===== config.mk =====
export PLATFORM = sky130hd
export DESIGN_NAME = cmd_processor
export DESIGN_NICKNAME = d
export VERILOG_FILES = /design/src/common/rcp_pkg.sv /design/src/core/char_fifo.sv /design/src/core/settings_exec.sv /design/src/core/cmd_processor.sv
export SDC_FILE = /design/constraint.sdc
export NUM_CORES = 1
export LEC_CHECK = 0
export ABC_AREA = 1
export BUFFER_PORTS_ARGS = -buffer_cell sky130_fd_sc_hd__buf_2
export CAP_MARGIN = 20
export CORE_MARGIN = 5
export CORE_UTILIZATION = 39
export CTS_BUF_LIST = sky130_fd_sc_hd__clkbuf_8
export CTS_CLUSTER_DIAMETER = 100
export DETAILED_ROUTE_END_ITERATION = 12
export GPL_ROUTABILITY_DRIVEN = 0
export GPL_TIMING_DRIVEN = 0
export PLACE_DENSITY = 0.56
export SLEW_MARGIN = 20
export SYNTH_ARGS = -nofsm -noshare
export SYNTH_HDL_FRONTEND = slang
export SYNTH_SLANG_ARGS = --single-unit

===== constraint.sdc =====
create_clock -name SYS_CLK -period 8.61 [get_ports SYS_CLK]
set_input_delay 1.722 -clock SYS_CLK [delete_from_list [all_inputs] [get_ports SYS_CLK]]
set_output_delay 1.722 -clock SYS_CLK [all_outputs]
set_load 0.05 [all_outputs]

===== src/common/rcp_pkg.sv =====
// Shared types and constants for the remote command processing model
`default_nettype none
package rcp_pkg;
    localparam int          IN_DEPTH_DEF   = 16;
    localparam int          OUT_DEPTH_DEF  = 16;
    localparam int          NUM_SETTINGS   = 8;
    localparam logic [7:0]  CH_TERM        = 8'h0a;   // Program message terminator
    localparam logic [7:0]  CH_SEP         = 8'h3b;   // Command separator
    localparam logic [7:0]  CH_QUERY       = 8'h3f;   // Query mark
    localparam logic [7:0]  CH_DIGIT_LO    = 8'h30;
    localparam logic [7:0]  CH_DIGIT_HI    = 8'h39;
    localparam logic [7:0]  CH_KEY_LO      = 8'h41;   // Setting keys 'A'..'H'
    localparam logic [7:0]  VAL_MAX        = 8'hc8;   // Largest legal parameter value
    localparam logic [7:0]  HW_LIMIT       = 8'hf0;   // Sum of settings the hardware takes
    localparam int          SETTLE_TIME_NS = 200;
    localparam int          CLK_PERIOD_NS  = 40;
    localparam int          SETTLE_CYCLES  = (SETTLE_TIME_NS + CLK_PERIOD_NS - 1) / CLK_PERIOD_NS;

    // One setting as it is handed to the hardware
    typedef struct packed {
        logic [2:0] key;
        logic [7:0] value;
    } setting_t;

    // Error strobes towards status reporting
    typedef struct packed {
        logic syntax;
        logic range;
        logic exec;
        logic unterminated;
    } err_t;
endpackage
`default_nettype wire


===== src/core/char_fifo.sv =====
// Character buffer with occupancy counter, used for input and output stages
`default_nettype none
module char_fifo
    import rcp_pkg::*;
#(
    parameter int DEPTH = 16,
    parameter int CW    = $clog2(DEPTH + 1)
) (
    input  wire logic         clk,       // System clock
    input  wire logic         rst,       // Synchronous reset, active high
    input  wire logic         clr,       // Empties the buffer
    input  wire logic         wr_en,     // Push a character
    input  wire logic [7:0]   wr_data,   // Character pushed
    input  wire logic         rd_en,     // Pop a character
    output logic      [7:0]   rd_data,   // Oldest character
    output logic              full,      // No room left
    output logic              empty,     // Nothing stored
    output logic      [CW-1:0] count     // Occupancy
);
    localparam int AW = (DEPTH > 1) ? $clog2(DEPTH) : 1;

    logic [7:0]    mem_r [DEPTH];
    logic [AW-1:0] wp_r, wp_nxt, rp_r, rp_nxt;
    logic [CW-1:0] cnt_r, cnt_nxt;
    logic          do_wr, do_rd;

    // Flags come straight from the counter so they never lag a push
    assign full    = (cnt_r == CW'(DEPTH));
    assign empty   = (cnt_r == '0);
    assign count   = cnt_r;
    assign rd_data = mem_r[rp_r];
    assign do_wr   = wr_en && !full;
    assign do_rd   = rd_en && !empty;

    // Pointer and counter next state
    always_comb begin
        wp_nxt  = wp_r;
        rp_nxt  = rp_r;
        cnt_nxt = cnt_r;
        if (clr) begin
            wp_nxt  = '0;
            rp_nxt  = '0;
            cnt_nxt = '0;
        end else begin
            if (do_wr) wp_nxt = (wp_r == AW'(DEPTH - 1)) ? '0 : wp_r + 1'b1;
            if (do_rd) rp_nxt = (rp_r == AW'(DEPTH - 1)) ? '0 : rp_r + 1'b1;
            if (do_wr && !do_rd) cnt_nxt = cnt_r + 1'b1;
            else if (do_rd && !do_wr) cnt_nxt = cnt_r - 1'b1;
        end
    end

    always_ff @(posedge clk) begin
        if (rst) begin
            wp_r  <= '0;
            rp_r  <= '0;
            cnt_r <= '0;
        end else begin
            wp_r  <= wp_nxt;
            rp_r  <= rp_nxt;
            cnt_r <= cnt_nxt;
        end
    end

    // Storage has no reset; contents are only read below the write pointer
    always_ff @(posedge clk) begin
        if (do_wr && !clr) mem_r[wp_r] <= wr_data;
    end
endmodule
`default_nettype wire


===== src/core/settings_exec.sv =====
// Execution unit: checks pending settings, drives hardware, tracks settling
`default_nettype none
module settings_exec
    import rcp_pkg::*;
#(
    parameter int NSET = 8
) (
    input  wire logic                  clk,         // System clock
    input  wire logic                  rst,         // Synchronous reset, active high
    input  wire logic                  apply_req,   // End of program message, commit pending
    input  wire logic [NSET-1:0][7:0]  pend_vals,   // Pending settings database
    input  wire logic [NSET-1:0]       pend_dirty,  // Which entries changed
    input  wire logic                  hw_settled,  // Hardware reached new state
    output logic                       busy,        // Commit in progress
    output logic                       exec_err,    // Execution error pulse
    output logic      [NSET-1:0][7:0]  hw_vals,     // Values applied to hardware
    output logic                       hw_load,     // Load pulse to hardware
    output logic                       settling     // Settling flag
);
    typedef enum logic [1:0] {X_IDLE, X_CHECK, X_SETTLE} xst_t;

    xst_t                 st_r, st_nxt;
    logic [NSET-1:0][7:0] hw_r, hw_nxt, merged;
    logic                 set_r, set_nxt, ld_r, ld_nxt, err_r, err_nxt;
    logic [10:0]          sum;      // Eight full bytes need eleven bits, or the check wraps
    logic [7:0]           tmr_r, tmr_nxt;

    // Compatibility check: merged configuration must stay within hardware limit
    always_comb begin
        sum = '0;
        for (int i = 0; i < NSET; i++) begin
            merged[i] = pend_dirty[i] ? pend_vals[i] : hw_r[i];
            sum = sum + 11'(merged[i]);
        end
    end

    always_comb begin
        st_nxt  = st_r;
        hw_nxt  = hw_r;
        set_nxt = set_r;
        ld_nxt  = 1'b0;
        err_nxt = 1'b0;
        tmr_nxt = (tmr_r != '0) ? tmr_r - 1'b1 : tmr_r;
        unique case (st_r)
            X_IDLE: if (apply_req) st_nxt = X_CHECK;
            X_CHECK: begin
                if (sum > 11'(HW_LIMIT)) begin
                    err_nxt = 1'b1;
                    st_nxt  = X_IDLE;
                end else begin
                    set_nxt = 1'b1;
                    hw_nxt  = merged;
                    ld_nxt  = 1'b1;
                    tmr_nxt = 8'(SETTLE_CYCLES);
                    st_nxt  = X_SETTLE;
                end
            end
            X_SETTLE: if (hw_settled && tmr_r == '0) begin
                set_nxt = 1'b0;
                st_nxt  = X_IDLE;
            end
        endcase
    end

    always_ff @(posedge clk) begin
        if (rst) begin
            st_r  <= X_IDLE;
            hw_r  <= '0;
            set_r <= 1'b0;
            ld_r  <= 1'b0;
            err_r <= 1'b0;
            tmr_r <= '0;
        end else begin
            st_r  <= st_nxt;
            hw_r  <= hw_nxt;
            set_r <= set_nxt;
            ld_r  <= ld_nxt;
            err_r <= err_nxt;
            tmr_r <= tmr_nxt;
        end
    end

    assign busy     = (st_r != X_IDLE);
    assign hw_vals  = hw_r;
    assign hw_load  = ld_r;
    assign exec_err = err_r;
    assign settling = set_r;
endmodule
`default_nettype wire


===== src/core/cmd_processor.sv =====
// Remote command processor: input buffer, recognizer, database, output buffer
// Behaviour
// - Incoming characters are stored one per cycle in the input buffer.
// - Recognizer is notified on buffer full, terminator or device clear.
// - A full input buffer stalls the host until data is drained.
// - After a terminator, next message characters are taken during execution.
// - Device clear empties the input buffer and resets the recognizer at once.
// - Characters are parsed in arrival order; trigger waits behind earlier commands.
// - Each recognized setting within range goes straight into the pending database.
// - Syntax errors are reported and parsing resumes at the next separator.
// - After syntax passes, the parameter value is range checked.
// - At terminator the commit is handed off and parsing continues.
// - Hardware is updated only on request at end of program message.
// - Incompatible settings raise an execution error and are dropped.
// - Settling flag set in the same cycle as the hardware load, cleared when settled.
// - Queries put the stored value as text into the output buffer.
// - Talk with nothing pending sends nothing and flags unterminated query.
`default_nettype none
module cmd_processor
    import rcp_pkg::*;
#(
    parameter int IN_DEPTH  = IN_DEPTH_DEF,
    parameter int OUT_DEPTH = OUT_DEPTH_DEF
) (
    input  wire logic        SYS_CLK,     // System clock, 25 MHz
    input  wire logic        SYS_RST,     // Synchronous reset, active high
    input  wire logic        RX_VALID,    // Host offers a character
    input  wire logic [7:0]  RX_DATA,     // Command character
    output logic             RX_READY,    // Device accepts characters
    input  wire logic        DEV_CLEAR,   // Device clear interface message
    input  wire logic        TALK_REQ,    // Host addresses device to talk, pulse
    output logic             TX_VALID,    // Response character valid, pulse
    output logic [7:0]       TX_DATA,     // Response character
    input  wire logic        HW_SETTLED,  // Hardware reports settled
    output logic [63:0]      HW_VALUES,   // Applied settings, byte per key
    output logic             HW_LOAD,     // Hardware load pulse
    output logic             SETTLING,    // Operation status settling flag
    output logic             TRIGGER,     // Group execute trigger pulse
    output logic [3:0]       ERR_PULSE    // Syntax, range, execution, unterminated
);
    typedef enum logic [2:0] {P_KEY, P_QMARK, P_VALUE, P_SKIP} pst_t;

    localparam int ICW = $clog2(IN_DEPTH + 1);
    localparam int OCW = $clog2(OUT_DEPTH + 1);

    logic                         in_full, in_empty, in_rd, in_wr;
    logic [7:0]                   in_data;
    logic [ICW-1:0]               in_cnt;
    logic                         out_full, out_empty, out_wr, out_rd;
    logic [7:0]                   out_wdata, out_rdata;
    logic [OCW-1:0]               out_cnt;
    pst_t                         ps_r, ps_nxt;
    logic [2:0]                   key_r, key_nxt;
    logic [8:0]                   val_r, val_nxt;
    logic                         digit_r, digit_nxt;
    logic [NUM_SETTINGS-1:0][7:0] db_r, db_nxt;
    logic [NUM_SETTINGS-1:0]      dirty_r, dirty_nxt;
    logic                         apply_nxt, apply_r, take_nxt, take_r;
    logic                         trig_nxt, trig_r, stall_r, stall_nxt;
    logic [3:0]                   err_nxt, err_r;
    logic                         tx_v_r, tx_v_nxt;
    logic [7:0]                   tx_d_r, tx_d_nxt;
    logic [1:0]                   qph_r, qph_nxt;
    logic [7:0]                   qval_r, qval_nxt;
    logic                         xbusy, xerr, xload, xsettle;
    logic [NUM_SETTINGS-1:0][7:0] xvals;
    logic                         is_digit, is_key, ch_term, ch_sep;

    // Host is held off while the buffer is full or the recognizer drains it
    assign in_wr = RX_VALID && RX_READY && !DEV_CLEAR;

    char_fifo #(.DEPTH(IN_DEPTH)) u_in (
        .clk     (SYS_CLK),
        .rst     (SYS_RST),
        .clr     (DEV_CLEAR),
        .wr_en   (in_wr),
        .wr_data (RX_DATA),
        .rd_en   (in_rd),
        .rd_data (in_data),
        .full    (in_full),
        .empty   (in_empty),
        .count   (in_cnt)
    );

    char_fifo #(.DEPTH(OUT_DEPTH)) u_out (
        .clk     (SYS_CLK),
        .rst     (SYS_RST),
        .clr     (DEV_CLEAR),
        .wr_en   (out_wr),
        .wr_data (out_wdata),
        .rd_en   (out_rd),
        .rd_data (out_rdata),
        .full    (out_full),
        .empty   (out_empty),
        .count   (out_cnt)
    );

    settings_exec #(.NSET(NUM_SETTINGS)) u_exec (
        .clk        (SYS_CLK),
        .rst        (SYS_RST),
        .apply_req  (apply_r),
        .pend_vals  (db_r),
        .pend_dirty (dirty_r),
        .hw_settled (HW_SETTLED),
        .busy       (xbusy),
        .exec_err   (xerr),
        .hw_vals    (xvals),
        .hw_load    (xload),
        .settling   (xsettle)
    );

    assign is_digit = (in_data >= CH_DIGIT_LO) && (in_data <= CH_DIGIT_HI);
    assign is_key   = (in_data >= CH_KEY_LO) && (in_data < CH_KEY_LO + 8'(NUM_SETTINGS));
    assign ch_term  = (in_data == CH_TERM);
    assign ch_sep   = (in_data == CH_SEP);

    // Recognizer consumes one character per cycle in arrival order; a pending
    // query response holds it, and an unfinished commit holds it at a terminator, so results stay ordered
    always_comb begin
        ps_nxt    = ps_r;
        key_nxt   = key_r;
        val_nxt   = val_r;
        digit_nxt = digit_r;
        db_nxt    = db_r;
        dirty_nxt = dirty_r;
        apply_nxt = 1'b0;
        take_nxt  = apply_r;
        trig_nxt  = 1'b0;
        err_nxt   = 4'h0;
        qph_nxt   = qph_r;
        qval_nxt  = qval_r;
        in_rd     = 1'b0;
        out_wr    = 1'b0;
        out_wdata = 8'h00;
        stall_nxt = stall_r;
        // Full buffer latches the stall until the buffer is fully drained
        if (in_full) stall_nxt = 1'b1;
        else if (in_empty) stall_nxt = 1'b0;
        // Exec reads the dirty mask in its check state, one cycle after the request
        if (take_r) dirty_nxt = '0;
        if (qph_r != 2'd0) begin
            // Query response: three digits, no terminator
            if (!out_full) begin
                out_wr    = 1'b1;
                unique case (qph_r)
                    2'd3: out_wdata = CH_DIGIT_LO + 8'(qval_r / 8'd100);
                    2'd2: out_wdata = CH_DIGIT_LO + 8'((qval_r / 8'd10) % 8'd10);
                    2'd1: out_wdata = CH_DIGIT_LO + 8'(qval_r % 8'd10);
                    default: out_wdata = CH_TERM;
                endcase
                qph_nxt = (qph_r == 2'd1) ? 2'd0 : qph_r - 2'd1;
                if (qph_r == 2'd1) begin
                    out_wdata = CH_DIGIT_LO + 8'(qval_r % 8'd10);
                end
            end
        end else if (!in_empty && !(xbusy && ch_term) && !apply_r) begin
            in_rd = 1'b1;
            unique case (ps_r)
                P_KEY: begin
                    if (ch_term) begin
                        apply_nxt = |dirty_r;
                    end else if (in_data == 8'h2a) begin
                        trig_nxt = 1'b1;
                    end else if (is_key) begin
                        key_nxt   = 3'(in_data - CH_KEY_LO);
                        val_nxt   = '0;
                        digit_nxt = 1'b0;
                        ps_nxt    = P_QMARK;
                    end else if (!ch_sep) begin
                        err_nxt[3] = 1'b1;
                        ps_nxt     = P_SKIP;
                    end
                end
                P_QMARK: begin
                    if (in_data == CH_QUERY) begin
                        qval_nxt = db_r[key_r];
                        qph_nxt  = 2'd3;
                        ps_nxt   = P_KEY;
                    end else if (is_digit) begin
                        val_nxt   = 9'(in_data - CH_DIGIT_LO);
                        digit_nxt = 1'b1;
                        ps_nxt    = P_VALUE;
                    end else begin
                        err_nxt[3] = 1'b1;
                        ps_nxt     = (ch_term || ch_sep) ? P_KEY : P_SKIP;
                        apply_nxt  = ch_term && |dirty_r;
                    end
                end
                P_VALUE: begin
                    if (is_digit) begin
                        // Saturate early so the 9-bit product cannot wrap back into range
                        val_nxt = (val_r > 9'd25) ? 9'd256
                                : 9'(val_r * 9'd10 + 9'(in_data - CH_DIGIT_LO));
                    end else if (ch_sep || ch_term) begin
                        if (val_r > 9'(VAL_MAX)) begin
                            err_nxt[2] = 1'b1;
                        end else begin
                            db_nxt[key_r]    = 8'(val_r);
                            dirty_nxt[key_r] = 1'b1;
                        end
                        ps_nxt    = P_KEY;
                        apply_nxt = ch_term && (|dirty_r || val_r <= 9'(VAL_MAX));
                    end else begin
                        err_nxt[3] = 1'b1;
                        ps_nxt     = P_SKIP;
                    end
                end
                P_SKIP: begin
                    // Resume at the next separator so the rest is still serviced
                    if (ch_sep) ps_nxt = P_KEY;
                    else if (ch_term) begin
                        ps_nxt    = P_KEY;
                        apply_nxt = |dirty_r;
                    end
                end
                default: ps_nxt = P_KEY;
            endcase
        end
        if (DEV_CLEAR) begin
            ps_nxt    = P_KEY;
            qph_nxt   = 2'd0;
            apply_nxt = 1'b0;
            trig_nxt  = 1'b0;
            stall_nxt = 1'b0;
            dirty_nxt = '0;
        end
        err_nxt[1] = xerr;
        // Talk with nothing stored or being formatted sends nothing
        err_nxt[0] = TALK_REQ && out_empty && qph_r == 2'd0;
    end

    // Talk request drains one response character; empty buffer sends nothing
    always_comb begin
        out_rd   = TALK_REQ && !out_empty;
        tx_v_nxt = out_rd;
        tx_d_nxt = out_rd ? out_rdata : 8'h00;
    end

    always_ff @(posedge SYS_CLK) begin
        if (SYS_RST) begin
            ps_r    <= P_KEY;
            key_r   <= '0;
            val_r   <= '0;
            digit_r <= 1'b0;
            db_r    <= '0;
            dirty_r <= '0;
            apply_r <= 1'b0;
            take_r  <= 1'b0;
            trig_r  <= 1'b0;
            err_r   <= 4'h0;
            qph_r   <= 2'd0;
            qval_r  <= '0;
            stall_r <= 1'b0;
            tx_v_r  <= 1'b0;
            tx_d_r  <= 8'h00;
        end else begin
            ps_r    <= ps_nxt;
            key_r   <= key_nxt;
            val_r   <= val_nxt;
            digit_r <= digit_nxt;
            db_r    <= db_nxt;
            dirty_r <= dirty_nxt;
            apply_r <= apply_nxt;
            take_r  <= take_nxt;
            trig_r  <= trig_nxt;
            err_r   <= err_nxt;
            qph_r   <= qph_nxt;
            qval_r  <= qval_nxt;
            stall_r <= stall_nxt;
            tx_v_r  <= tx_v_nxt;
            tx_d_r  <= tx_d_nxt;
        end
    end

    // Ready registered so it comes straight from a flip-flop
    logic rdy_r;
    always_ff @(posedge SYS_CLK) begin
        if (SYS_RST) rdy_r <= 1'b0;
        else rdy_r <= !stall_nxt && (in_cnt + ICW'(in_wr) < ICW'(IN_DEPTH));
    end

    assign RX_READY  = rdy_r;
    assign TX_VALID  = tx_v_r;
    assign TX_DATA   = tx_d_r;
    assign HW_VALUES = xvals;
    assign HW_LOAD   = xload;
    assign SETTLING  = xsettle;
    assign TRIGGER   = trig_r;
    assign ERR_PULSE = err_r;
endmodule
`default_nettype wire


Word-level counts from Yosys, hierarchy flattened. Memory sizes are Yosys's and may differ from the RTL's. A register that Yosys moved wholly into a read port is not among the register bits. Index checks and enable logic that the tools add are counted.

Add/sub/neg operators: 24. Multipliers: 1. Div/mod/pow operators: 4. $lt $le $gt $ge: 11. Equality and inequality tests: 31. Multiplexer cells: 103. Bitwise logic cells: 13. Reductions and logical operators: 72.

Operators with widths (number): $mux W8 (23); $add A11 B8 Y11 (6); $bwmux W64 (1); $mux W9 (7); $mux W1 (32); $pmux W9 S3 (1); $mux W2 (13); $logic_and A1 B1 Y1 (25); $add A6 B8 Y8 const A (3); $bmux W8 S3 (1); $demux W8 S3 (1); $eq A8 B6 Y1 const B (3); $mux W4 (6); $mux W3 (7); $mux W5 (4); $ne A2 B2 Y1 const B (10); $add A4 B1 Y4 const B (4); $eq A4 B4 Y1 const B (4); $mod A8 B4 Y8 const B (2); $pmux W8 S2 (1); $reduce_bool A2 Y1 (8); $logic_not A1 Y1 (12); $not A1 Y1 (12); $pmux W3 S4 (1); 55 further kinds (72).

Bits in registers: 210. Bits in writable memories: 256. Bits of input ports: 14. Output and inout bits: 81. Word-level logic and storage cells: 303. Memories kept: 2.

Memory list: u_in.mem_r (depth 16, width 8, read ports 1, clocked after memory_dff 1, write ports 1, RTL line char_fifo.sv:22) `logic [7:0] mem_r [DEPTH];`; u_out.mem_r (depth 16, width 8, read ports 1, clocked after memory_dff 1, write ports 1, RTL line char_fifo.sv:22).

Longest topological paths before layout. Gate-level depths: netlist of the first run.

Depth after elaboration: 11. Depth in mapped cells: 35. Gate-level depth less buffers: 35.

Modules after synthesis. A second synthesis of the first run with hierarchy kept.

Cell total of the unflattened synthesis: 3009. Area total of the unflattened synthesis: 24711.2 µm².

By module, submodules not included: cmd_processor (instances 1, cells an instance 918, area each 6482.5 µm², sequential area each 2282.2 µm²); char_fifo at u_in (instances 1, cells an instance 627, area each 6354.8 µm², sequential area each 4184.0 µm²); char_fifo at u_out (instances 1, cells an instance 627, area each 6318.6 µm², sequential area each 4184.0 µm²); settings_exec (instances 1, cells an instance 837, area each 5555.3 µm², sequential area each 1541.5 µm²).

Worst setup path after synthesis of the first run. Ideal clock, no wire load.

Kind: reg2reg. Start: reg dirty_r[0]. End: reg u_exec.hw_r, in the netlist u_exec.hw_vals[40]. Library setup time: 0.086 ns. Arrival: 6.071 ns. Required time: 8.524 ns. Path slack: 2.453 ns. Stages on the path, launching flop included: 33. Path buffers: 4. Period minus slack after synthesis: 6.157 ns. Cells stage by stage: dfxtp_1 -> clkbuf_1 -> clkbuf_1 -> nand2_1 -> o21ai_0 -> ha_1 -> fa_1 -> xnor2_1 -> fa_1 -> inv_1 -> fa_1 -> fa_1 -> fa_1 -> ha_1 -> a21o_1 -> a21oi_1 -> nor2_1 -> nor2_1 -> nor2_1 -> nor2_1 -> nor2_1 -> nor2_1 -> o21bai_1 -> nand2_1 -> nand2_1 -> a21oi_1 -> xor2_1 -> nand3_1 -> nor2_1 -> buf_2 -> buf_1 -> nor2_1 -> a211oi_1.

RTL lines: from (decl) (RTL line cmd_processor.sv:57) `logic [NUM_SETTINGS-1:0] dirty_r, dirty_nxt;`; from (signal assigned) (RTL line cmd_processor.sv:262) `dirty_r <= dirty_nxt;`; to (signal assigned) (RTL line settings_exec.sv:75) `hw_r <= hw_nxt;`; to (decl) (RTL line settings_exec.sv:23) `logic [NSET-1:0][7:0] hw_r, hw_nxt, merged;`.

==> flow_summary.json, run 1 <==
{
  "power_density_mw_per_mm2": 248,
  "critPathLaunchType": "flop",
  "netlist_instances": 2442,
  "cts_tree": "yes",
  "drc": 0,
  "rsz0062_at_grt": "no",
  "p_total_mw": 6.52,
  "ys_ff_latch": 477,
  "yosysWarnings": 0,
  "io_buffers": 92,
  "clock_sink_count": 477,
  "final_cells": 3470,
  "ys_async_sr_fraction_pct": 0,
  "worst_path_most_repeated_cell": "nor2_1",
  "wl_per_cell_um": 19.2,
  "fillers": 5735,
  "crit_type": "reg2reg",
  "p_sw_share_pct": 35.0,
  "finalCritPeriodShare_pct": 93.0,
  "status": "finished clean",
  "ctsRootBufferMaster": "clkbuf_8",
  "grt_use_total_pct": 20.5,
  "synthFlopType": "edfxtp_1",
  "finalHoldViolations": 0,
  "synth.top_cell.area_share_pct": 33.4,
  "core_area_mm2": 0.0588,
  "final_nets": 2768,
  "drtAntennaViolNets": 0,
  "cts.repair.resized": 0,
  "firstDrtPassIters": 6,
  "syn2layout_area_growth_pct": 14.1,
  "vias_per_cell": 5.31,
  "slowest_delay_ns": 0.58,
  "drt-initial-drc-count": 1443,
  "overflow": 0,
  "critical_path.max_fanout": 10,
  "period_needed_ns": 8.01,
  "vias": 18400,
  "synthTopCellsByArea": "edfxtp_1 (33%), dfxtp_1 (19%), o21ai_0 (6.8%), inv_1 (5.0%), ha_1 (4.6%)",
  "p_leak_nw": 10.1,
  "wl_mm": 66.6,
  "final_common_cell": "inv_1",
  "critical_path.slowest_cell": "fa_1",
  "internal_power_mw": 4.24,
  "drive_gt1_share_pct": 11.3,
  "die_x_um": 253,
  "ios": 95,
  "clock-skew-final_ns": 0.0384,
  "die_area_mm2": 0.0641,
  "combPwrFrac_pct": 28.4,
  "setup_viol": 0,
  "avgSynthCellArea_um2": 9.44,
  "crit_family": "adder cells",
  "fmax_ghz": 0.125,
  "cp-end-kind": "flop",
  "synth_top_area_cell": "edfxtp_1",
  "detailed_place_hpwl_mm": 49.5,
  "critPathArrivalTime_ns": 8.56,
  "timing.final.max_slew_violations": 0,
  "cts_hold_buf": 0,
  "dp_cells": 3313,
  "antenna_found_initial": 1,
  "clkTransAtPathRegs_ns": 0.06,
  "yosysSeqAreaShare_pct": 52.5,
  "worstReg2RegStart": "dirty_r[1]",
  "clock_power_share_pct": 32.4,
  "clk_latency_ns": 0.67,
  "sequentialPowerShare_pct": 39.2,
  "numCtsBuffers": 85,
  "ir_worst_vdd_uv": 124,
  "die_y_um": 253,
  "setup_tns_ns": 0,
  "final_util_pct": 44.7,
  "grt_max_degree": 17,
  "cts_buffer_depth": 3,
  "cp_num_buf_inv": 5,
  "synth_cell_types": 58,
  "placement_rows": 89,
  "synth_edf_count": 256,
  "post-cts-setup-buffers": 0,
  "hold_class": "reg2reg",
  "final_cell_mix": "inv_1 (340), o21ai_0 (311), nand2_1 (256), edfxtp_1 (256), nor2_1 (222)",
  "htree_levels": 3,
  "cp_data_required_time_ns": 9.16,
  "grt_pass1_wl_mm": 103,
  "grt_pass1_vias": 18300,
  "worstMarginPinSlew_ns": 1.14,
  "initial_core_util_pct": 39.2,
  "synth_area_mm2": 0.0230,
  "hp-start": "u_exec.exec_err",
  "worstSetupStartpoint": "dirty_r[1]",
  "relSlewSlack_pct": 23.5,
  "r2r_setup_slack_ns": 0.60,
  "power.net_switching_mw": 2.28,
  "drv_cap": 0
}
## final cells by class
| cell class | count | area, um2 | area share (%) |
|---|---|---|---|
| Buffer | 114 | 477 | 1.81 |
| Antenna cell | 1 | 2.50 | 0.00951 |
| Inverter | 319 | 1200 | 4.55 |
| Tap cell | 773 | 967 | 3.68 |
| Clock buffer | 97 | 1340 | 5.08 |
| Sequential cell | 477 | 12100 | 46.1 |
| Clock inverter | 59 | 377 | 1.43 |
| Timing Repair Buffer | 97 | 509 | 1.94 |
| Multi-Input combinational cell | 1533 | 9320 | 35.5 |
## sequential cells by signal (all words and copies together), names as in the netlist, 3 cells and up, named ones only
| name | flops |
|---|---|
| u_out.mem_r | 128 |
| db_r | 64 |
| val_r | 9 |
| u_out.wp_r | 4 |
| dirty_r | 8 |
| u_in.wp_r | 4 |
| u_out.rp_r | 4 |
| u_in.mem_r | 128 |
| key_r | 3 |
| qval_r | 8 |
| u_out.count | 5 |
| u_exec.hw_vals | 64 |
| TX_DATA | 8 |
| ERR_PULSE | 4 |
| u_in.rp_r | 4 |
| u_exec.tmr_r | 8 |
| u_in.count | 5 |
## cells by family after synthesis
kind of cell             count (synthesis)  synth area share [%]
AO/OA/AOI/OAI                          701                  17.3
XOR/XNOR                                35                  1.33
adder cells (fa/ha/maj)                127                  8.29
buffers and inverters                  433                  7.25
flip-flops                             477                  52.5
multiplexers                            32                  1.39
other                                    1                0.0163
AND/OR/NAND/NOR                        636                  11.9
## worst reg2reg max path: cells and delay by family (launching register included)
kind                       cells  cell delay, ns
AOI/OAI and AO/OA              6            0.94
xor gates and xnor gates       1            0.46
adders and majority gates      6            2.66
buffers and inverters          5            1.64
DFF                            1            0.36
and+or+nand+nor               12            1.83
## power groups by stage
stage / logic (mW) / clock network (mW) / registers [mW]
finish: 1.85 / 2.11 / 2.56
global route: 2.09 / 2.27 / 2.57
CTS: 1.86 / 2.16 / 2.56
detailed placement: 1.85 / 0 / 2.60
global placement: 1.82 / 0 / 2.60
floorplan: 1.19 / 0 / 2.75
## metrics by stage
step	hold WS (ns)	cell area, um2	worst slack [ns]
after floorplan	0.388	23100	2.45
after global placement	0.396	24500	0.278
after detailed placement	0.400	24600	0.243
after CTS	0.408	26300	0.199
after global routing	0.423	26300	0.132
final	0.406	26300	0.599
## metal layers
metal  vias up  share of wire, %  wire (um)  track usage (%)
met5         -                 0          0                0
met4         0               2.7       1830             6.46
met3       129               7.1       4710             4.85
met2       588                46      30700             32.9
met1      8898                44      29400             27.7
li1       8820                 -          -                -
## synthesized netlist by cell type, types with 18 or more instances
cell type and count:
nor2_1 223, nand3_1 61, a21oi_1 191, nand2_2 19
nand2_1 256, xor2_1 22, a31oi_1 18, edfxtp_1 256
nor3_1 29, dfxtp_1 221, buf_2 19, a211oi_1 41
fa_1 43, clkbuf_1 84, ha_1 84, o21ai_0 311
o211ai_1 37, mux2i_1 32, o22ai_1 38, inv_1 304
## path summary, 6_finish.rpt
path,to,depth (start not counted)
setup / recovery,u_exec.hw_vals[46],30
hold / removal,ERR_PULSE[1],2
hold reg to reg,ERR_PULSE[1],2
setup reg to reg,u_exec.hw_vals[46],30
Note: power is estimated with default switching activity, not from simulation.
==> run 2: changes to the inputs <==
Settings changed: CORE_ASPECT_RATIO set to 1.1.
==> run 2 against run 1 <==
Sequential share of layout area grew 0.36 points. Clock-buffer cell count shrank 5. Total power shrank 2.9%. Non-clock buffer count fell by 1. Routed wire length up 0.96%. Via count shrank 0.16%. Maximum frequency grew 2.1%. Critical path depth rose by 1. Die area is essentially flat. Hold slack improved by 0.057 ns. Final area is 0.78% lower.
==> flow_summary.json, run 2 (synthesis gave the netlist of run 1 again) <==
{
  "crit_type": "reg2reg",
  "p_sw_share_pct": 35.4,
  "worstMarginPinSlew_ns": 1.20,
  "initial_core_util_pct": 39.4,
  "grt_use_total_pct": 20.2,
  "fmax_ghz": 0.127,
  "drv_cap": 0,
  "r2r_setup_slack_ns": 0.76,
  "numCtsBuffers": 84,
  "post-cts-setup-buffers": 0,
  "drive_gt1_share_pct": 10.8,
  "finalHoldViolations": 0,
  "critical_path.slowest_cell": "fa_1",
  "combPwrFrac_pct": 28.8,
  "drtAntennaViolNets": 0,
  "setup_tns_ns": 0,
  "reg2reg_depth": 31,
  "wl_per_cell_um": 19.5,
  "hold_depth": 2,
  "hp-start": "u_exec.hw_vals[14]",
  "critical_path.max_fanout": 10,
  "finalCritPeriodShare_pct": 91.2,
  "clk_latency_ns": 0.67,
  "ios": 95,
  "cp_data_required_time_ns": 9.18,
  "p_leak_nw": 9.96,
  "power.net_switching_mw": 2.24,
  "critPathArrivalTime_ns": 8.42,
  "setup_slack_ns": 0.762,
  "timing.final.max_slew_violations": 0,
  "clock_power_share_pct": 30.9,
  "critPathLaunchType": "flop",
  "clkTransAtPathRegs_ns": 0.06,
  "worst_path_most_repeated_cell": "nor2_1",
  "cts_tree": "yes",
  "syn2layout_area_growth_pct": 13.2,
  "top_regs": "u_in.mem_r (128), u_out.mem_r (128)",
  "ir_worst_vdd_uv": 116,
  "drc": 0,
  "slowest_delay_ns": 0.59,
  "wl_mm": 67.3,
  "grt_pass1_vias": 18100,
  "internal_power_mw": 4.09,
  "power_density_mw_per_mm2": 243,
  "ctsRootBufferMaster": "clkbuf_8",
  "final_common_cell": "inv_1",
  "relSlewSlack_pct": 19.4,
  "clock_sink_count": 477,
  "hold_class": "reg2reg",
  "cts_hold_buf": 0,
  "die_x_um": 242,
  "fin_area_mm2": 0.0261,
  "final_util_pct": 44.6,
  "pre_cts_ws_ns": 0.892,
  "rsz0062_at_grt": "no",
  "core_area_mm2": 0.0585,
  "placement_rows": 93,
  "status": "finished clean",
  "final_cell_mix": "inv_1 (336), o21ai_0 (311), nand2_1 (256), edfxtp_1 (256), nor2_1 (223)",
  "vias_per_cell": 5.34,
  "grt_max_degree": 17,
  "vias": 18400,
  "die_y_um": 265,
  "period_needed_ns": 7.85,
  "worstReg2RegStart": "dirty_r[1]",
  "htree_levels": 3,
  "drt-initial-drc-count": 1515,
  "firstDrtPassIters": 6,
  "final_nets": 2766,
  "postPlaceCellArea_mm2": 0.0245,
  "cts_buffer_depth": 3,
  "grt_pass1_wl_mm": 103,
  "cts.repair.resized": 0,
  "setup_viol": 0,
  "clock-skew-final_ns": 0.0335,
  "holdPathEnd": "u_exec.hw_vals[14]",
  "io_buffers": 92,
  "detailed_place_hpwl_mm": 49.8,
  "cp-end-kind": "flop",
  "diodes": 0,
  "r2r_end": "u_exec.st_r[1]",
  "antenna_found_initial": 1,
  "sequentialPowerShare_pct": 40.4,
  "die_area_mm2": 0.0641,
  "overflow": 0
}
run 2: metal layers:
| layer | vias to the layer above | track usage (%) | wire length (um) |
|---|---|---|---|
| li1 | 8823 | - | - |
| met5 | - | 0 | 13 |
| met3 | 137 | 4.26 | 4580 |
| met4 | 2 | 7.51 | 2100 |
| met1 | 8863 | 26.4 | 29100 |
| met2 | 581 | 33.5 | 31500 |
run 2: area by class of cell:
cell class / count / area [um2]
clock inverter: 56 / 284
fill: 5685 / 32400
tap: 760 / 951
inverter: 319 / 1200
timing repair buffer: 96 / 494
sequential: 477 / 12100
buffer: 114 / 473
multi-input combinational: 1533 / 9320
clock buffer: 92 / 1270
run 2: how the worst max path moves through the flow:
stage	to	depth (start not counted)	start	slack (ns)
floorplan	u_exec.hw_vals[40]	32	dirty_r[0]	2.45
global placement	u_exec.st_r[1]	31	dirty_r[0]	0.87
detailed placement	u_exec.st_r[1]	31	dirty_r[0]	0.89
CTS	u_exec.st_r[1]	31	dirty_r[1]	0.89
global route	u_exec.st_r[1]	31	dirty_r[1]	0.27
finish	u_exec.st_r[1]	31	dirty_r[1]	0.76
run 2: worst max-delay path, delay by kind of cell, from the launching register on:
family / cells / cell delay, ns
fa+ha+maj: 6 / 2.59
simple gates: 13 / 1.99
buf+inv: 4 / 1.38
compound gates: 6 / 0.94
xor+xnor: 2 / 0.54
flops: 1 / 0.32
run 2: power by group through the flow:
| stage | registers (mW) | logic, mW | clock network, mW |
|---|---|---|---|
| 6_report | 2.56 | 1.82 | 1.95 |
| 5_1_grt | 2.57 | 2.05 | 2.11 |
| 4_1_cts | 2.56 | 1.83 | 2.00 |
| 3_5_place_dp | 2.60 | 1.82 | 0 |
| 3_3_place_gp | 2.60 | 1.79 | 0 |
| 2_1_floorplan | 2.75 | 1.19 | 0 |
run 2: metrics by stage:
step	std cells	power [mW]	hold WS (ns)
floorplan	2443	3.94	0.388
global placement	3295	4.39	0.448
detailed placement	3299	4.42	0.460
CTS	3447	6.39	0.470
global route	3447	6.72	0.495
finish	3447	6.33	0.463
==> run 3: changes to the inputs <==
Settings changed: PLACE_DENSITY 0.56 to 0.57.
==> run 3 against run 2 <==
Final cell count increased by 0.15%. Via count up 0.36%. Setup slack got worse by 0.079 ns. Flip-flop and latch count is the same. Total power increased by 2.4%. Critical endpoint unchanged.
==> flow_summary.json, run 3 (synthesis gave the netlist of run 1 again) <==
{
  "status": "finished clean",
  "hold_depth": 2,
  "crit_cells": 31,
  "drt-initial-drc-count": 1822,
  "worstMarginPinSlew_ns": 1.18,
  "cts.repair.resized": 0,
  "hold_class": "reg2reg",
  "grt_pass1_wl_mm": 104,
  "overflow": 0,
  "placement_rows": 93,
  "drc": 0,
  "worst_path_most_repeated_cell": "nor2_1",
  "final_cell_mix": "inv_1 (332), o21ai_0 (311), nand2_1 (256), edfxtp_1 (256), nor2_1 (223)",
  "period_needed_ns": 7.93,
  "die_area_mm2": 0.0641,
  "power_density_mw_per_mm2": 247,
  "cp_num_buf_inv": 4,
  "firstDrtPassIters": 6,
  "cts_hold_buf": 0,
  "slowest_delay_ns": 0.57,
  "htree_levels": 3,
  "core_area_mm2": 0.0585,
  "vias_per_cell": 5.35,
  "setup_viol": 0,
  "wl_met2_mm": 32.0,
  "grt_use_total_pct": 20.4,
  "setup_slack_ns": 0.683,
  "drtAntennaViolNets": 0,
  "io_buffers": 92,
  "ios": 95,
  "wl_per_cell_um": 19.5,
  "critPathArrivalTime_ns": 8.49,
  "clk_latency_ns": 0.68,
  "fmax_ghz": 0.126,
  "hold_slack_ns": 0.424,
  "m1WireLength_mm": 28.7,
  "drv_cap": 0,
  "detailed_place_hpwl_mm": 49.9,
  "clkTransAtPathRegs_ns": 0.06,
  "crit_type": "reg2reg",
  "final_nets": 2767,
  "r2r_end": "u_exec.st_r[1]",
  "top_regs": "u_in.mem_r (128), u_out.mem_r (128)",
  "cp_data_required_time_ns": 9.17,
  "setup_tns_ns": 0,
  "die_x_um": 242,
  "hp-start": "u_exec.exec_err",
  "drive_gt1_share_pct": 11.0,
  "ir_worst_vdd_uv": 146,
  "critical_path.max_fanout": 10,
  "pre_cts_ws_ns": 0.794,
  "vias": 18500,
  "rsz0062_at_grt": "no",
  "wl_met3_mm": 4.34,
  "finalHoldViolations": 0,
  "cts_buffer_depth": 3,
  "post-cts-setup-buffers": 0,
  "initial_core_util_pct": 39.4,
  "timing.final.max_slew_violations": 0,
  "clock-skew-final_ns": 0.0318,
  "final_common_cell": "inv_1",
  "clock_sink_count": 477,
  "r2r_setup_slack_ns": 0.68,
  "worstReg2RegStart": "dirty_r[1]",
  "grt_pass1_vias": 18200,
  "finalCritPeriodShare_pct": 92.1,
  "cts_tree": "yes",
  "crit_family": "adder cells",
  "grt_max_degree": 17,
  "critPathLaunchType": "flop",
  "numCtsBuffers": 85,
  "antenna_found_initial": 1,
  "ctsRootBufferMaster": "clkbuf_8",
  "reg2reg_depth": 31,
  "holdPathEnd": "ERR_PULSE[1]",
  "critical_path.slowest_cell": "fa_1",
  "syn2layout_area_growth_pct": 13.8,
  "relSlewSlack_pct": 20.9,
  "wl_mm": 67.3,
  "die_y_um": 265,
  "cp-end-kind": "flop",
  "p_leak_nw": 10.0,
  "top_layer_used": "met4"
}
[run 3: metrics by stage]
step	cell area, um2	instances	total power, mW	utilization (%)
after global placement	24500	3295	4.38	41.8
after global routing	26200	3452	6.89	44.8
after CTS	26200	3451	6.53	44.8
final	26200	3452	6.48	44.8
after detailed placement	24500	3299	4.42	41.9
after floorplan	23100	2443	3.94	-
[run 3: metal layers]
metal / GRT usage, % / up-vias
met5: 0 / -
met4: 7.68 / 0
met3: 3.59 / 143
met2: 34.0 / 577
met1: 26.7 / 8916
li1: - / 8837
[run 3: where the power goes]
| part | internal [mW] | switching [mW] |
|---|---|---|
| registers | 2.48 | 0.0721 |
| logic | 0.594 | 1.24 |
| clock network | 1.13 | 0.971 |
| total | 4.21 | 2.28 |
[run 3: final cells by class]
type                       count  area, um2
fill                        5678      32300
multi-input combinational   1533       9320
antenna                        1       2.50
inverter                     319       1200
sequential                   477      12100
clock buffer                  97       1340
buffer                       114        473
tap                          760        951
clock inverter                55        354
timing repair buffer          96        498
[run 3: tightest hold or removal path: stages (launching register included)]
cell and delay [ns]:
dfxtp_1 0.31, inv_1 0.05, nor2_1 0.03
[run 3: worst max path at each step]
| stage | endpoint | startpoint | slack, ns |
|---|---|---|---|
| 6_report | u_exec.st_r[1] | dirty_r[1] | 0.68 |
| 5_1_grt | u_exec.st_r[1] | dirty_r[1] | 0.19 |
| 4_1_cts | u_exec.st_r[1] | dirty_r[1] | 0.75 |
| 3_5_place_dp | u_exec.st_r[1] | dirty_r[1] | 0.79 |
| 3_3_place_gp | u_exec.st_r[1] | dirty_r[1] | 0.86 |
| 2_1_floorplan | u_exec.hw_vals[40] | dirty_r[0] | 2.45 |
